**config.mk**
```make
export PLATFORM = sky130hd
export DESIGN_NAME = sr1k_host
export DESIGN_NICKNAME = d
export VERILOG_FILES = /design/src/sr1k_pkg.sv /design/src/sr1k_pins_if.sv /design/src/sr1k_host.sv /design/src/sr1k_pin_drv.sv
export SDC_FILE = /design/constraint.sdc
export NUM_CORES = 1
export LEC_CHECK = 0
export BUFFER_PORTS_ARGS = -buffer_cell sky130_fd_sc_hd__buf_2
export CORE_UTILIZATION = 42
export DETAILED_ROUTE_END_ITERATION = 6
export GPL_TIMING_DRIVEN = 0
export PLACE_DENSITY = 0.68
export SETUP_SLACK_MARGIN = 0.5
export SYNTH_ARGS = -nofsm -noshare
export SYNTH_HDL_FRONTEND = slang
export SYNTH_SLANG_ARGS = --single-unit
```
**constraint.sdc**
```tcl
create_clock -name clk_sys -period 2.1 [get_ports clk_sys]
set_input_delay 0.525 -clock clk_sys [delete_from_list [all_inputs] [get_ports clk_sys]]
set_output_delay 0.525 -clock clk_sys [all_outputs]
set_load 0.02 [all_outputs]
```
**src/sr1k_pkg.sv**
```systemverilog
// Purpose: Shared constants and types for the 1K x 4 static memory host controller
// Assumes: 40 MHz system clock, fastest speed grade timing
// Notes:   Times in ns, cycle counts derived from them
package sr1k_pkg;
  // ==========================================================================
  // Geometry
  localparam int INDEX_W = 10;
  localparam int NIB_W   = 4;
  localparam int WORDS   = 1024;
  // ==========================================================================
  // Timing
  localparam int CLK_NS               = 25;
  localparam int READ_PERIOD_NS       = 200;  // Cycle equals access time
  localparam int ACCESS_DELAY_NS      = 200;
  localparam int SEL_TO_VALID_NS      = 70;
  localparam int SEL_TO_ACTIVE_NS     = 20;
  localparam int RELEASE_NS           = 60;   // Drivers off after deselect or strobe
  localparam int HOLD_AFTER_INDEX_NS  = 50;
  localparam int WRITE_PERIOD_NS      = 200;
  localparam int STROBE_LOW_WIDTH_NS  = 120;
  localparam int DATA_OVERLAP_NS      = 120;
  localparam int DATA_KEEP_NS         = 0;
  // Least times round up
  localparam int READ_CYC   = (READ_PERIOD_NS + CLK_NS - 1) / CLK_NS;
  localparam int ACCESS_CYC = (ACCESS_DELAY_NS + CLK_NS - 1) / CLK_NS;
  localparam int STROBE_CYC = (STROBE_LOW_WIDTH_NS + CLK_NS - 1) / CLK_NS;
  localparam int OVERLAP_CYC = (DATA_OVERLAP_NS + CLK_NS - 1) / CLK_NS;
  localparam int WRITE_CYC  = (WRITE_PERIOD_NS + CLK_NS - 1) / CLK_NS;
  localparam int RELEASE_CYC = (RELEASE_NS + CLK_NS - 1) / CLK_NS;
  localparam int CNT_W = 5;
  localparam logic [CNT_W-1:0] CNT_ZERO = 5'h00;
  // ==========================================================================
  // Sequencer states
  typedef enum logic [2:0] {
    SR1K_IDLE,
    SR1K_RD_WAIT,
    SR1K_WR_SETUP,
    SR1K_WR_STROBE,
    SR1K_WR_RECOVER,
    SR1K_TURN
  } sr1k_state_t;
endpackage

```
**src/sr1k_pins_if.sv**
```systemverilog
// Purpose: Pin-side bundle between sequencer and pin driver
// Assumes: Single clock domain
// Notes:   Drive flag for the nibble lines is active high; the pin driver inverts it
`timescale 1ns/1ps
`default_nettype none
interface sr1k_pins_if;
  logic [sr1k_pkg::INDEX_W-1:0] word_index;
  logic                         sel_n;
  logic                         store_n;
  logic [sr1k_pkg::NIB_W-1:0]   wdata;
  logic                         drive;
  modport seq (output word_index, sel_n, store_n, wdata, drive);
  modport drv (input word_index, sel_n, store_n, wdata, drive);
endinterface
`default_nettype wire

```
**src/sr1k_host.sv**
```systemverilog
// Purpose: Host controller driving a 1K x 4 asynchronous static memory
// Assumes: Pin inputs synchronous to clk_sys; fastest speed grade
// Notes:   One request at a time; pins are registered one cycle behind state
`timescale 1ns/1ps
`default_nettype none
module sr1k_host (
  input  wire logic                          clk_sys,           // 40 MHz clock
  input  wire logic                          rst,               // Sync reset, active high
  input  wire logic                          req_valid,         // Request present
  input  wire logic                          req_write,         // 1 write, 0 read
  input  wire logic [sr1k_pkg::INDEX_W-1:0]  req_index,         // Word to access
  input  wire logic [sr1k_pkg::NIB_W-1:0]    req_wdata,         // Write nibble
  output logic                               req_ready,         // Request taken when high
  output logic                               rsp_valid,         // Read data pulse
  output logic [sr1k_pkg::NIB_W-1:0]         rsp_rdata,         // Read nibble
  output logic                               wr_done,           // Write finished pulse
  output logic [sr1k_pkg::INDEX_W-1:0]       word_index,        // Memory index pins
  output logic                               sel_n,             // Chip enable, active low
  output logic                               store_n,           // Store strobe, active low
  input  wire logic [sr1k_pkg::NIB_W-1:0]    nibble_lines_i,    // Nibble lines in
  output logic [sr1k_pkg::NIB_W-1:0]         nibble_lines_o,    // Nibble lines out
  output logic                               nibble_lines_oe_n  // Low while host drives
);
  sr1k_pins_if pins ();

  sr1k_pkg::sr1k_state_t               state_r, state_nxt;
  logic [sr1k_pkg::CNT_W-1:0]          cnt_r, cnt_nxt;
  logic [sr1k_pkg::INDEX_W-1:0]        idx_r, idx_nxt;
  logic [sr1k_pkg::NIB_W-1:0]          wdat_r, wdat_nxt;
  logic [sr1k_pkg::NIB_W-1:0]          rdat_r, rdat_nxt;
  logic                                sel_r, sel_nxt, st_r, st_nxt, drv_r, drv_nxt;
  logic                                rv_r, rv_nxt, wd_r, wd_nxt;

  // Cycle count as counter width, loaded minus one
  function automatic logic [sr1k_pkg::CNT_W-1:0] cyc(input int n);
    cyc = sr1k_pkg::CNT_W'(n - 1);
  endfunction

  // ==========================================================================
  // Sequencer next state
  // The index only changes in idle, where the strobe is high.
  always_comb begin
    state_nxt = state_r;
    cnt_nxt   = cnt_r;
    idx_nxt   = idx_r;
    wdat_nxt  = wdat_r;
    rdat_nxt  = rdat_r;
    sel_nxt   = sel_r;
    st_nxt    = st_r;
    drv_nxt   = drv_r;
    rv_nxt    = 1'b0;
    wd_nxt    = 1'b0;
    case (state_r)
      sr1k_pkg::SR1K_IDLE: begin
        // Static storage: idle needs no refresh or keep-alive cycles
        st_nxt  = 1'b1;
        drv_nxt = 1'b0;
        if (req_valid) begin
          idx_nxt  = req_index;
          wdat_nxt = req_wdata;
          sel_nxt  = 1'b0;
          if (req_write) begin
            // Drive data first; strobe follows, so write data covers the overlap
            drv_nxt   = 1'b1;
            state_nxt = sr1k_pkg::SR1K_WR_SETUP;
          end else begin
            cnt_nxt   = cyc(sr1k_pkg::ACCESS_CYC);
            state_nxt = sr1k_pkg::SR1K_RD_WAIT;
          end
        end else begin
          sel_nxt = 1'b1;
        end
      end
      sr1k_pkg::SR1K_RD_WAIT: begin
        // Wait full access count; read sampled at end, one cycle short of it at the lagging pins
        if (cnt_r == sr1k_pkg::CNT_ZERO) begin
          rdat_nxt  = nibble_lines_i;
          rv_nxt    = 1'b1;
          sel_nxt   = 1'b1;
          cnt_nxt   = cyc(sr1k_pkg::RELEASE_CYC);
          state_nxt = sr1k_pkg::SR1K_TURN;
        end else begin
          cnt_nxt = cnt_r - 1'b1;
        end
      end
      sr1k_pkg::SR1K_WR_SETUP: begin
        // Data already on the lines; now lower strobe for the write pulse
        st_nxt    = 1'b0;
        cnt_nxt   = cyc(sr1k_pkg::STROBE_CYC > sr1k_pkg::OVERLAP_CYC ?
                        sr1k_pkg::STROBE_CYC : sr1k_pkg::OVERLAP_CYC);
        state_nxt = sr1k_pkg::SR1K_WR_STROBE;
      end
      sr1k_pkg::SR1K_WR_STROBE: begin
        if (cnt_r == sr1k_pkg::CNT_ZERO) begin
          st_nxt    = 1'b1;
          cnt_nxt   = cyc(sr1k_pkg::WRITE_CYC - sr1k_pkg::STROBE_CYC - 1);
          state_nxt = sr1k_pkg::SR1K_WR_RECOVER;
        end else begin
          cnt_nxt = cnt_r - 1'b1;
        end
      end
      sr1k_pkg::SR1K_WR_RECOVER: begin
        // Data released one clock after the strobe rises
        drv_nxt = 1'b0;
        sel_nxt = 1'b1;
        if (cnt_r == sr1k_pkg::CNT_ZERO) begin
          wd_nxt    = 1'b1;
          state_nxt = sr1k_pkg::SR1K_IDLE;
        end else begin
          cnt_nxt = cnt_r - 1'b1;
        end
      end
      sr1k_pkg::SR1K_TURN: begin
        // Let the memory release its drivers before the next write can drive
        if (cnt_r == sr1k_pkg::CNT_ZERO) begin
          state_nxt = sr1k_pkg::SR1K_IDLE;
        end else begin
          cnt_nxt = cnt_r - 1'b1;
        end
      end
      default: begin
        state_nxt = sr1k_pkg::SR1K_IDLE;
        sel_nxt   = 1'b1;
        st_nxt    = 1'b1;
        drv_nxt   = 1'b0;
      end
    endcase
  end

  // Register sequencer state
  always_ff @(posedge clk_sys) begin
    if (rst) begin
      state_r <= sr1k_pkg::SR1K_IDLE;
      cnt_r   <= sr1k_pkg::CNT_ZERO;
      idx_r   <= '0;
      wdat_r  <= '0;
      rdat_r  <= '0;
      sel_r   <= 1'b1;
      st_r    <= 1'b1;
      drv_r   <= 1'b0;
      rv_r    <= 1'b0;
      wd_r    <= 1'b0;
    end else begin
      state_r <= state_nxt;
      cnt_r   <= cnt_nxt;
      idx_r   <= idx_nxt;
      wdat_r  <= wdat_nxt;
      rdat_r  <= rdat_nxt;
      sel_r   <= sel_nxt;
      st_r    <= st_nxt;
      drv_r   <= drv_nxt;
      rv_r    <= rv_nxt;
      wd_r    <= wd_nxt;
    end
  end

  // ==========================================================================
  // Outputs and pin stage
  assign req_ready       = (state_r == sr1k_pkg::SR1K_IDLE);
  assign rsp_valid       = rv_r;
  assign rsp_rdata       = rdat_r;
  assign wr_done         = wd_r;
  assign pins.word_index = idx_r;
  assign pins.sel_n      = sel_r;
  assign pins.store_n    = st_r;
  assign pins.wdata      = wdat_r;
  assign pins.drive      = drv_r;

  sr1k_pin_drv u_pin_drv (
    .clk_sys           (clk_sys),
    .rst               (rst),
    .pins              (pins),
    .word_index        (word_index),
    .sel_n             (sel_n),
    .store_n           (store_n),
    .nibble_lines_o    (nibble_lines_o),
    .nibble_lines_oe_n (nibble_lines_oe_n)
  );
endmodule // sr1k_host
`default_nettype wire

```
**src/sr1k_pin_drv.sv**
```systemverilog
// Purpose: Registers the memory pins so they change only on clock edges
// Assumes: Sequencer holds the store strobe high across index changes
// Notes:   Output enable low means the host drives the nibble lines
`timescale 1ns/1ps
`default_nettype none
module sr1k_pin_drv (
  input  wire logic                          clk_sys,        // System clock
  input  wire logic                          rst,            // Sync reset, active high
  sr1k_pins_if.drv                           pins,           // From sequencer
  output logic [sr1k_pkg::INDEX_W-1:0]       word_index,     // Word index pins
  output logic                               sel_n,          // Chip enable, active low
  output logic                               store_n,        // Store strobe, active low
  output logic [sr1k_pkg::NIB_W-1:0]         nibble_lines_o, // Nibble data out
  output logic                               nibble_lines_oe_n // Low while host drives
);
  logic [sr1k_pkg::INDEX_W-1:0] idx_r, idx_nxt;
  logic                         sel_r, sel_nxt, st_r, st_nxt, oe_r, oe_nxt;
  logic [sr1k_pkg::NIB_W-1:0]   dat_r, dat_nxt;

  // ==========================================================================
  // Next values: deselected idle state under reset
  always_comb begin
    idx_nxt = pins.word_index;
    sel_nxt = pins.sel_n;
    st_nxt  = pins.store_n;
    dat_nxt = pins.wdata;
    oe_nxt  = ~pins.drive;
  end

  // Registered pins avoid glitches on the strobes
  always_ff @(posedge clk_sys) begin
    if (rst) begin
      idx_r <= '0;
      sel_r <= 1'b1;
      st_r  <= 1'b1;
      dat_r <= '0;
      oe_r  <= 1'b1;
    end else begin
      idx_r <= idx_nxt;
      sel_r <= sel_nxt;
      st_r  <= st_nxt;
      dat_r <= dat_nxt;
      oe_r  <= oe_nxt;
    end
  end

  assign word_index        = idx_r;
  assign sel_n             = sel_r;
  assign store_n           = st_r;
  assign nibble_lines_o    = dat_r;
  assign nibble_lines_oe_n = oe_r;
endmodule // sr1k_pin_drv
`default_nettype wire

```
## Word-level counts from Yosys, hierarchy flattened

Cells that the tools add are included.

| word-level totals | value |
|---|---|
| register bits after elaboration | 48 |
| output and inout bits | 24 |
| word-level logic and storage cells | 67 |

| cells by class | value |
|---|---|
| add/subtract/negate cells | 1 |
| eq/ne operators | 11 |
| muxes and demuxes | 20 |
| bitwise operators | 5 |
| reduce and logical (&&, ||, !) cells | 15 |

Operators with widths:

| operator | count |
|---|---|
| 5-bit 2-to-1 mux | 5 |
| 5-bit one-hot mux with 5 select lines | 1 |
| 3-bit one-hot mux with 5 select lines | 1 |
| 3-bit 2-to-1 mux | 4 |
| 2-bit != test (second input constant) | 5 |
| 2-bit AND reduction | 4 |
| 4-bit AND reduction | 2 |
| 3-bit by 2-bit == test with 1-bit output (second input constant) | 2 |
| 3-bit == test (second input constant) | 2 |
| 1-bit one-hot mux with 3 select lines | 2 |
| 2-bit OR reduction | 3 |
| 3-bit OR reduction | 2 |
| 5-bit logical NOT | 1 |
| 1-bit 2-to-1 mux | 5 |
| 1-bit NOT | 5 |
| 5-bit nonzero test | 1 |
| 5-bit by 1-bit subtractor with 5-bit output (second input constant) | 1 |
| 4-bit OR reduction | 1 |
| 3-bit by 1-bit == test with 1-bit output (second input constant) | 1 |
| 3-bit logical NOT | 1 |
| 2-bit 2-to-1 mux | 1 |
| 2-bit by 1-bit != test with 1-bit output (second input constant) | 1 |
| 1-bit one-hot mux with 2 select lines | 1 |

## Longest topological paths before layout

Gate-level depths: netlist of the first run.

| depth | value |
|---|---|
| depth after elaboration | 4 |
| mapped depth | 7 |

## By module

A second synthesis of the first run with hierarchy kept.

| second synthesis, totals | value |
|---|---|
| cells, all modules | 200 |
| area total of the unflattened synthesis | 1804.2 um^2 |

By module, submodules not included:

| module | times used | cells each | area each (um^2) |
|---|---|---|---|
| sr1k_host | 1 | 165 | 1337.5 |
| sr1k_pin_drv | 1 | 35 | 466.7 |

## Worst setup path after synthesis of the first run

OpenSTA, ideal clock, no wires.

| timing | value |
|---|---|
| path kind | flip-flop to flip-flop |
| start point | reg cnt_r[0] (netlist bit) |
| end point | reg cnt_r[2] (netlist bit) |
| library setup time | 0.131 ns |
| arrival | 1.742 ns |
| required time | 1.969 ns |
| path slack | 0.227 ns |
| stages on the path, launching flop included | 7 |
| path buffers | 0 |
| clock period less this slack | 1.873 ns |
| cell sequence | dfxtp_1 inv_1 ha_1 nor4b_1 nor3_1 a211oi_1 a311oi_1 |

| on the way | value |
|---|---|
| word-level cells in the longest chain between the ends | 3 |

Ends and longest elaborated chain:

| element | line | source |
|---|---|---|
| start, declared | sr1k_host.sv:27 | `logic [sr1k_pkg::CNT_W-1:0] cnt_r, cnt_nxt;` |
| start signal, assigned | sr1k_host.sv:134 | `cnt_r <= sr1k_pkg::CNT_ZERO;` |
| start signal, assigned | sr1k_host.sv:145 | `cnt_r <= cnt_nxt;` |
| 5-bit by 1-bit subtractor with 5-bit output or 5-bit logical NOT (tied branches) | - |  |
| 5-bit 2-to-1 mux (tied with other cells) | sr1k_host.sv:106, sr1k_host.sv:115 |  |
| 5-bit one-hot mux with 5 select lines or 4-bit AND reduction (tied branches) | - |  |

Parallel ways exist; a longest one is shown, timed or not. The select of a mux whose other input is x is not followed.
A chain may end at the register's enable or synchronous reset.

## Final worst setup path of the first run

| timing | value |
|---|---|
| start point | reg cnt_r[1] (netlist bit) |
| end point | reg cnt_r[0] (netlist bit) |

| on the way | value |
|---|---|
| word-level cells in the longest chain between the ends | 3 |

Ends and longest elaborated chain:

| element | line | source |
|---|---|---|
| 5-bit logical NOT (*) | - |  |
| 5-bit 2-to-1 mux (tied with other cells) | sr1k_host.sv:94 | `if (cnt_r == sr1k_pkg::CNT_ZERO) begin` |
| 5-bit one-hot mux with 5 select lines or 4-bit AND reduction (tied branches) | - |  |

Every way passes the cells marked *; elsewhere a longest branch is shown, timed or not.

==> results.py, run 1 <==
metrics = {
    "grt": {
        "grtUsageMet1": 0.226,
        "met3_usage": 0.0565,
        "grt_pass1_wl_um": 6170,
        "antenna_found_initial": 0,
        "grt_max_degree": 15,
        "busiest_layer": "met2",
        "gr-total-overflow": 0,
        "grt_usage": 0.188,
        "use_met2": 0.309,
        "grt_pass1_vias": 1390,
    },
    "hold_path": {
        "hold_path_depth": 1,
        "hp-start": "drv_r",
        "min_path_type": "register to register",
        "hold_path_end": "u_pin_drv.nibble_lines_oe_n",
    },
    "flow_run": {
        "maxCapViolations": 0,
    },
    "cells_and_area": {
        "nNetsFinal": 285,
        "final_util": 0.602,
        "fin_cells": 312,
        "areaGrowthSynthToFinish_pct": 37.3,
        "ff_latch_area_um2": 965,
        "multiInputGateArea_um2": 793,
        "nFillCells": 346,
        "final_area_um2": 2410,
        "drive_gt1_frac": 0.344,
        "num_antenna_cells": 0,
    },
    "critical_path": {
        "r2r_cells": 7,
        "cp.arrival_ns": 2.00,
        "crit_path_cell_trace": "inv_2 > ha_4 > or4b_4 > buf_6 > buf_6 > a2111oi_2 > nor4_1",
        "crit_type": "register to register",
        "critPathCaptureType": "register",
        "worst_r2r_endpoint": "cnt_r[0]",
        "rrSetupSlack_ns": 0.25,
        "cpMostUsedCell": "buf_6",
        "cp-start-kind": "register",
        "cpPeakStageDelay_ns": 0.45,
        "crit_slowest_cell": "or4b_4",
        "required_ns": 2.25,
        "path_max_fanout": 4,
        "r2r-start": "cnt_r[1]",
    },
    "clocking": {
        "clk_pin_slew_worst_paths_ns": 0.08,
        "cts-root-buf": "clkbuf_8",
        "cts_tree": "done",
        "clk_latency_ns": 0.29,
        "numCtsBuffers": 5,
        "cts_buffer_depth": 2,
        "htreeDepth": 2,
        "cts.sinks": 48,
    },
    "power": {
        "power_frac_seq": 0.342,
        "switchingPower_mw": 1.16,
        "switching_share": 0.339,
        "power.leakage_nw": 1.06,
        "intPower_mw": 2.26,
        "p_clk_frac": 0.219,
        "p_per_area_nw_per_um2": 1420,
        "ir_drop_uv": 604,
        "p_comb_frac": 0.439,
    },
    "route": {
        "wl_um": 3830,
        "ant_nets": 0,
        "drt-initial-drc-count": 84,
        "drc": 0,
        "drt-wirelength-per-cell_um": 12.3,
        "first_pass_iters": 4,
        "via_count": 1577,
        "avgViaCountPerCell": 5.05,
    },
    "yosys": {
        "yosysSeqAreaShare": 0.547,
        "netlist_instances": 195,
        "synth_nets": 218,
        "synthFlopType": "dfxtp_1",
        "ys_types": 36,
        "synth_area_um2": 1760,
        "synthArstFlopShare": 0,
        "avgSynthCellArea_um2": 9.00,
        "yosys_warnings": 0,
        "synth_edf_count": 0,
        "ys_ff_latch": 48,
    },
    "sta": {
        "final_max_slew_viol_count": 0,
        "skew_ns": 0.00558,
        "relSlewSlack": 0.642,
        "tightest_slew_ns": 0.537,
        "hold_slack_ns": 0.380,
        "setup-tns-final_ns": 0,
        "finalCriticalPeriod_ns": 1.85,
        "rsz0062_at_grt": "true",
        "hold_viol_final": 0,
        "fmax_mhz": 541,
        "setup_viol": 0,
        "fin_crit_sh": 0.881,
    },
    "die": {
        "core_area_um2": 4000,
        "io_pins": 46,
        "rows": 23,
        "die_w_um": 66.7,
        "fp.dieH_um": 66.7,
        "die_area_um2": 4440,
        "start_util": 0.439,
    },
    "placed_design": {
        "gp_congestion": 0.855,
        "placed_cell_area_um2": 2060,
        "dpl.hpwl_um": 2430,
        "port_buffers": 45,
        "place_inst": 290,
    },
    "run_status": {
        "status": "finished, final reports clean",
    },
}
power groups by stage:
stage	Sequential [mW]	Combinational, mW	Clock (mW)
2_1_floorplan	1.22	0.693	0
3_3_place_gp	1.17	0.982	0
3_5_place_dp	1.17	0.992	0
4_1_cts	1.16	1.25	0.771
5_1_grt	1.19	1.63	0.814
6_report	1.17	1.50	0.751
worst max-delay path, delay by kind of cell, from the launching register on:
family | cells | cell delay, ns
simple gates | 2 | 0.53
buf+inv | 3 | 0.34
compound gates | 1 | 0.39
flops | 1 | 0.33
fa+ha+maj | 1 | 0.13
layout make-up:
type | instances | area share
buffer | 12 | 0.0312
clock buffer | 5 | 0.0286
clock inverter | 2 | 0.0249
inverter | 8 | 0.0125
multi-input combinational | 127 | 0.329
sequential | 48 | 0.400
tap | 50 | 0.0260
timing repair buffer | 60 | 0.147
how the worst max path moves through the flow:
stage               startpoint  cells past startpoint            to  slack, ns
floorplan             cnt_r[0]                      7  rsp_rdata[0]       0.32
CTS                   cnt_r[1]                      8  rsp_rdata[3]       0.19
finish                cnt_r[1]                      7      cnt_r[0]       0.25
global route          cnt_r[1]                      7      cnt_r[0]       0.20
detailed placement    cnt_r[0]                      7  rsp_rdata[3]       0.17
global placement      cnt_r[0]                      7  rsp_rdata[1]       0.19
Yosys cell counts (2+ instances only):
library cell | instances | area [um2]
clkbuf_1 | 10 | 37.5
a311oi_1 | 3 | 26.3
nand2_1 | 38 | 143
nor2_1 | 8 | 30.0
dfxtp_1 | 48 | 961
o21ai_0 | 6 | 30.0
nand2b_1 | 3 | 18.8
and3_1 | 2 | 12.5
nor3_1 | 6 | 30.0
inv_1 | 8 | 30.0
buf_2 | 2 | 10.0
nor2b_1 | 14 | 87.6
nor4_1 | 2 | 12.5
mux2i_1 | 4 | 40.0
a21oi_1 | 20 | 100
through the flow:
| stage | setup slack, ns | power [mW] |
|---|---|---|
| finish | 0.251 | 3.42 |
| global route | 0.201 | 3.63 |
| CTS | 0.191 | 3.18 |
| global placement | 0.190 | 2.15 |
| floorplan | 0.323 | 1.91 |
| detailed placement | 0.168 | 2.16 |
metal layers:
metal / up-vias / routed length (um)
li1: 796 / -
met1: 730 / 1660
met2: 47 / 1940
met3: 4 / 175
met4: 0 / 56
met5: - / 0
cells by family (layout without fill, tap and decap cells):
group                    after synthesis  count (layout)  share of synthesized area
AND/OR/NAND/NOR                       81              81                      0.233
flip-flops                            48              48                      0.547
adder cells (fa/ha/maj)                1               1                    0.00713
multiplexers                           4               4                     0.0228
buffers and inverters                 20              87                     0.0442
AO/OA/AOI/OAI                         40              40                      0.140
XOR/XNOR                               1               1                    0.00499
state kept, by name (all words and copies together), names as in the netlist, 3 cells and up:
register and cells:
idx_r 10, u_pin_drv.word_index 10, cnt_r 5, pins.wdata 4
rsp_rdata 4, u_pin_drv.nibble_lines_o 4, state_r 3
cells in the final DEF, fill, tap and decap left out, drive strengths merged, types with 2 or more instances in the layout:
cell type / Yosys / routed
nor2b: 14 / 14
nor2: 8 / 8
nand2: 38 / 38
buf: 2 / 64
a311oi: 3 / 3
nor3: 7 / 7
o21ai: 6 / 6
and3: 2 / 2
nand2b: 3 / 3
a21oi: 20 / 20
nor4: 3 / 3
mux2i: 4 / 4
inv: 8 / 8
dfxtp: 48 / 48
clkbuf: 10 / 13
bufinv: 0 / 2
timing repair:
action,in CTS,in global routing
gates resized for setup,18,22
hold buffers,0,0
pin swaps,6,4
setup buffers,9,6
endpoints found under the setup margin,27,28
No activity file was read; power rests on OpenSTA's default activity.
==> inputs of run 2 (changes only) <==
- ABC_AREA: default -> 1
- CORE_UTILIZATION: 42 -> 35
- PLACE_DENSITY: 0.68 -> 0.58
- SYNTH_HIERARCHICAL: default -> 1
==> results.py, run 2 <==
metrics = {
    "die": {
        "start_util": 0.365,
        "core_area_um2": 5110,
        "rows": 26,
        "io_pins": 46,
        "fp.dieH_um": 74.9,
        "die_area_um2": 5620,
        "die_w_um": 74.9,
    },
    "clocking": {
        "cts-hold-fix-buffers": 0,
        "clk_latency_ns": 0.31,
        "cts_buffer_depth": 2,
        "cts.sinks": 48,
        "numCtsBuffers": 5,
        "cts-root-buf": "clkbuf_8",
        "clk_pin_slew_worst_paths_ns": 0.08,
        "htreeDepth": 2,
        "cts_tree": "done",
    },
    "cells_and_area": {
        "multiInputGateArea_um2": 769,
        "drive_gt1_frac": 0.251,
        "areaGrowthSynthToFinish_pct": 27.5,
        "most-common-layout-cells": "nand2_1 (67), dfxtp_1 (45), buf_2 (44)",
        "nFillCells": 536,
        "num_antenna_cells": 0,
        "ff_latch_area_um2": 970,
        "final_common_cell": "nand2_1",
        "nNetsFinal": 329,
    },
    "yosys": {
        "netlist_instances": 250,
        "yosysSeqAreaShare": 0.516,
        "synthFlopType": "dfxtp_1",
        "synth_area_um2": 1860,
        "synthTopCellsByCount": "nand2_1 (67), dfxtp_1 (48), nor2_1 (36)",
        "avgSynthCellArea_um2": 7.45,
        "synth_nets": 273,
        "yosys-top-cells-area": "dfxtp_1 (52%), nand2_1 (14%), nor2_1 (7.3%), inv_1 (6.0%), a21oi_1 (5.9%)",
        "synth_largest_area_cell": "dfxtp_1",
        "synth_top_area_frac": 0.516,
        "ys_ff_latch": 48,
        "yosys_warnings": 6,
        "ys_types": 24,
        "yosysMostFrequentCell": "nand2_1",
        "synth_edf_count": 0,
        "synthArstFlopShare": 0,
    },
    "power": {
        "ir_drop_uv": 542,
        "power.leakage_nw": 1.12,
        "p_clk_frac": 0.228,
        "p_comb_frac": 0.389,
        "intPower_mw": 1.93,
        "p_per_area_nw_per_um2": 1290,
        "p_total_mw": 3.07,
        "switching_share": 0.371,
        "power_frac_seq": 0.383,
        "switchingPower_mw": 1.14,
    },
    "critical_path": {
        "crit_type": "register to output port",
        "startpoint": "state_r[2]",
        "required_ns": 1.57,
        "crit_family": "flip-flops",
        "cp.arrival_ns": 1.01,
        "cpPeakStageDelay_ns": 0.36,
        "cp-start-kind": "register",
        "worst-path-buf-inv": 2,
        "r2r-start": "state_r[2]",
        "critPathCaptureType": "output port",
        "crit_slowest_cell": "dfxtp_4",
        "path_max_fanout": 2,
        "crit_path_cell_trace": "nor2_4 > nand2_2 > inv_2 > buf_6",
    },
    "hold_path": {
        "min_path_type": "register to register",
        "hp-start": "drv_r",
    },
    "run_status": {
        "status": "finished, final reports clean",
    },
    "sta": {
        "relSlewSlack": 0.696,
        "rsz0062_at_grt": "false",
        "finalCriticalPeriod_ns": 1.53,
        "skew_ns": 0.0134,
        "setup_viol": 0,
        "tightest_slew_ns": 0.456,
        "final_max_slew_viol_count": 0,
        "fmax_mhz": 652,
        "hold_viol_final": 0,
        "setup-tns-final_ns": 0,
        "fin_crit_sh": 0.730,
    },
    "grt": {
        "grt_pass1_wl_um": 6150,
        "grt_pass1_vias": 1416,
        "gr-total-overflow": 0,
        "grt_max_degree": 16,
        "grt_usage": 0.145,
        "antenna_found_initial": 0,
    },
    "placed_design": {
        "dpl.hpwl_um": 2670,
        "port_buffers": 45,
        "gp_congestion": 0.869,
    },
    "route": {
        "drt-wirelength-per-cell_um": 9.98,
        "avgViaCountPerCell": 4.38,
        "ant_nets": 0,
        "drc": 0,
        "via_count": 1651,
        "drt-initial-drc-count": 72,
        "first_pass_iters": 4,
        "wl_um": 3760,
    },
    "flow_run": {
        "maxCapViolations": 0,
    },
}
run 2: cell types whose count changed after synthesis, moves of 3 or more:
cell      previous run  this run
nand3_1              1        12
nand2b_1             3         0
inv_1                8        30
nor2_2               0         3
mux2i_1              4         0
nor3_1               6         0
clkbuf_1            10         2
nor2b_1             14         0
nor2_1               8        36
nand2_1             38        67
nand2_2              0         4
a311oi_1             3         0
nand4_1              0         3
run 2: power by group through the flow:
stage | Combinational (mW) | Clock [mW] | Sequential [mW]
2_1_floorplan | 0.744 | 0 | 1.25
3_3_place_gp | 1.05 | 0 | 1.20
3_5_place_dp | 1.05 | 0 | 1.20
4_1_cts | 1.11 | 0.715 | 1.18
5_1_grt | 1.36 | 0.750 | 1.20
6_report | 1.19 | 0.701 | 1.18
run 2: final timing paths:
kind                                  to  slack [ns]  depth (start not counted)
max reg2reg                 pins.store_n        0.60                          7
min reg2reg  u_pin_drv/nibble_lines_oe_n        0.40                          1
max                            req_ready        0.57                          4
min          u_pin_drv/nibble_lines_oe_n        0.40                          1
run 2: area by class of cell:
| cell class | count | share of cell area |
|---|---|---|
| tap | 70 | 0.0369 |
| buffer | 5 | 0.0158 |
| sequential | 48 | 0.409 |
| clock buffer | 6 | 0.0348 |
| clock inverter | 2 | 0.0163 |
| inverter | 33 | 0.0532 |
| timing repair buffer | 49 | 0.110 |
| multi-input combinational | 164 | 0.324 |
run 2: cell families (layout without fill, tap and decap cells):
group           after synthesis  in the layout  share of synthesized area
flops                        48             48                      0.516
fa+ha+maj                     1              1                    0.00672
compound gates               32             32                     0.0874
xor+xnor                      1              1                    0.00471
simple gates                130            130                      0.298
buf+inv                      38             95                     0.0867
run 2: per-stage QoR:
step                utilization  setup WS (ns)  hold slack, ns  std cells  cell area [um2]
floorplan                     -          0.764           0.365        250             1860
global placement          0.426          0.535           0.388        365             2170
detailed placement        0.426          0.550           0.386        365             2170
CTS                       0.458          0.508           0.406        376             2340
global route              0.465          0.511           0.413        377             2370
finish                    0.465          0.567           0.400        377             2370
run 2: routing by layer:
| layer | wire [um] | global-route usage |
|---|---|---|
| met1 | 1860 | 0.186 |
| met2 | 1730 | 0.227 |
| met3 | 129 | 0.0522 |
| met4 | 39 | 0.0440 |
| met5 | 0 | 0 |
run 2: worst register-to-register path: cells and delay by family (launching register included):
| family | cells | cell delay, ns |
|---|---|---|
| and+or+nand+nor | 4 | 0.44 |
| AOI/OAI and AO/OA | 1 | 0.32 |
| buffers and inverters | 2 | 0.26 |
| DFF | 1 | 0.36 |
run 2: what timing repair did:
action                                  in CTS  in global routing
endpoints found under the setup margin       1                 14
pin swaps                                    1                  1
gates cloned                                 0                  0
setup buffers                                3                  1
gates resized for setup                      9                  5
==> inputs of run 3 (changes only) <==
- ABC_AREA: 1 -> 0
- PLACE_DENSITY: 0.58 -> 0.61
- clock period: 2.1 -> 1.4 ns (I/O delays scaled with it)
==> results.py, run 3 <==
metrics = {
    "critical_path": {
        "cpPeakStageDelay_ns": 0.50,
        "crit_type": "register to register",
        "required_ns": 1.58,
        "cp-start-kind": "register",
        "critPathCaptureType": "register",
        "worst-path-buf-inv": 2,
        "cp.depth": 7,
        "path_max_fanout": 5,
        "rrSetupSlack_ns": -0.34,
        "r2r_cells": 7,
        "r2r-start": "cnt_r[0]",
        "cp.arrival_ns": 1.92,
        "worst_r2r_endpoint": "cnt_r[1]",
        "crit_family": "simple AND/OR/NAND/NOR gates",
        "crit_path_cell_trace": "inv_2 > ha_4 > or4b_4 > buf_4 > nand2b_4 > nand2_2 > o221a_1",
        "crit_slowest_cell": "or4b_4",
    },
    "hold_path": {
        "min_path_type": "input pin to register",
        "hp-start": "nibble_lines_i[2]",
        "hold_path_depth": 3,
        "hold_path_end": "rsp_rdata[2]",
    },
    "cells_and_area": {
        "multiInputGateArea_um2": 1020,
        "num_antenna_cells": 0,
        "drive_gt1_frac": 0.590,
        "most-common-layout-cells": "buf_6 (31), dfxtp_2 (26), buf_2 (22), dfxtp_1 (22), a21oi_1 (16)",
        "nNetsFinal": 294,
        "nFillCells": 411,
        "areaGrowthSynthToFinish_pct": 59.3,
        "fin_cells": 338,
        "final_area_um2": 2870,
        "ff_latch_area_um2": 993,
        "final_common_cell": "buf_6",
    },
    "grt": {
        "grt_max_degree": 15,
        "grt_pass1_vias": 1559,
        "grt_usage": 0.178,
        "gr-total-overflow": 0,
        "antenna_found_initial": 0,
        "grt_pass1_wl_um": 7330,
    },
    "route": {
        "first_pass_iters": 4,
        "wl_um": 4690,
        "drc": 0,
        "ant_nets": 0,
        "avgViaCountPerCell": 4.91,
        "via_count": 1658,
        "drt-initial-drc-count": 82,
        "drt-wirelength-per-cell_um": 13.9,
    },
    "sta": {
        "rsz0062_at_grt": "true",
        "finalWorstSetupSlack_ns": -0.339,
        "fin_crit_sh": 1.24,
        "setup_viol": 15,
        "setup-tns-final_ns": -2.94,
        "hold_viol_final": 0,
        "fmax_mhz": 575,
        "relSlewSlack": 0.534,
        "final_max_slew_viol_count": 0,
        "finalCriticalPeriod_ns": 1.74,
        "hold_slack_ns": 0.288,
        "skew_ns": 0.00484,
        "tightest_slew_ns": 0.700,
    },
    "clocking": {
        "cts-root-buf": "clkbuf_8",
        "numCtsBuffers": 5,
        "clk_pin_slew_worst_paths_ns": 0.09,
        "cts.sinks": 48,
        "htreeDepth": 2,
        "clk_latency_ns": 0.29,
        "cts_buffer_depth": 2,
        "cts_tree": "done",
    },
    "yosys": {
        "yosysMostFrequentCell": "dfxtp_1",
        "synth_largest_area_cell": "dfxtp_1",
        "ys_types": 39,
        "synthTopCellsByCount": "dfxtp_1 (48), nand2_1 (38), a21oi_1 (27)",
        "yosys_warnings": 6,
        "yosysSeqAreaShare": 0.533,
        "avgSynthCellArea_um2": 9.02,
        "synthArstFlopShare": 0,
        "synth_top_area_frac": 0.533,
        "synth_edf_count": 0,
        "synthFlopType": "dfxtp_1",
        "synth_area_um2": 1800,
        "yosys-top-cells-area": "dfxtp_1 (53%), nand2_1 (7.9%), a21oi_1 (7.5%), and2b_1 (2.9%), nand2b_1 (2.8%)",
        "netlist_instances": 200,
        "synth_nets": 223,
        "ys_ff_latch": 48,
    },
    "placed_design": {
        "port_buffers": 45,
        "gp_congestion": 0.931,
        "dpl.hpwl_um": 2840,
        "place_inst": 312,
        "placed_cell_area_um2": 2190,
    },
    "run_status": {
        "status": "finished with violations",
        "violations": "negative setup slack",
    },
    "die": {
        "rows": 25,
        "die_area_um2": 5450,
        "die_w_um": 73.8,
        "io_pins": 46,
        "core_area_um2": 4850,
        "start_util": 0.372,
        "fp.dieH_um": 73.8,
    },
    "power": {
        "power.leakage_nw": 1.23,
        "ir_drop_uv": 1040,
        "p_total_mw": 5.29,
        "p_per_area_nw_per_um2": 1840,
    },
    "flow_run": {
        "maxCapViolations": 0,
    },
}
[run 3: worst max path at each step]
stage / start / endpoint / slack (ns)
after floorplan: cnt_r[0] / rsp_rdata[0] / -0.16
after global placement: cnt_r[0] / rsp_rdata[0] / -0.38
after detailed placement: cnt_r[0] / rsp_rdata[1] / -0.36
after CTS: cnt_r[1] / rsp_rdata[3] / -0.34
after global routing: cnt_r[1] / rsp_rdata[3] / -0.38
final: cnt_r[0] / cnt_r[1] / -0.34
[run 3: cell families after synthesis]
family	Yosys count	synth area share
adder cells (fa/ha/maj)	1	0.00693
multiplexers	1	0.00555
AND/OR/NAND/NOR	83	0.248
flip-flops	48	0.533
AO/OA/AOI/OAI	50	0.164
buffers and inverters	17	0.0423
[run 3: routing by layer]
layer  up-vias  share of wire  track usage
met5         -              0            0
met4         0          0.011       0.0769
met3         7          0.038       0.0398
met2        50           0.50        0.298
met1       785           0.45        0.219
li1        816              -            -
[run 3: layout make-up]
cell class / instances / area share
multi-input combinational: 135 / 0.354
sequential: 48 / 0.346
timing repair buffer: 64 / 0.199
buffer: 12 / 0.0366
tap: 67 / 0.0292
clock buffer: 5 / 0.0239
inverter: 5 / 0.00653
clock inverter: 2 / 0.00435
[run 3: metrics by stage]
step / setup slack (ns) / utilization
after floorplan: -0.161 / -
after global placement: -0.377 / 0.451
after detailed placement: -0.362 / 0.451
after CTS: -0.342 / 0.559
after global routing: -0.384 / 0.593
final: -0.339 / 0.593
[run 3: power breakdown]
| group | total (mW) | internal, mW | switching, mW | leakage (nW) |
|---|---|---|---|---|
| logic | 2.71 | 1.39 | 1.31 | 0.785 |
| clock network | 0.783 | 0.339 | 0.444 | 0.0400 |
| registers | 1.80 | 1.62 | 0.179 | 0.401 |
[run 3: worst register-to-register path, cell delays in order, from the launching register on]
cell and delay [ns]:
dfxtp_2 0.33, inv_2 0.07, ha_4 0.13, or4b_4 0.50, buf_4 0.19, nand2b_4 0.10, nand2_2 0.06, o221a_1 0.24
[run 3: repair_timing]
item	4_1_cts	5_1_grt
cloned	2	0
setup buffers	13	4
pin swaps	22	23
setup endpoints to repair	55	55
resized for setup	108	35
hold buffers	0	0
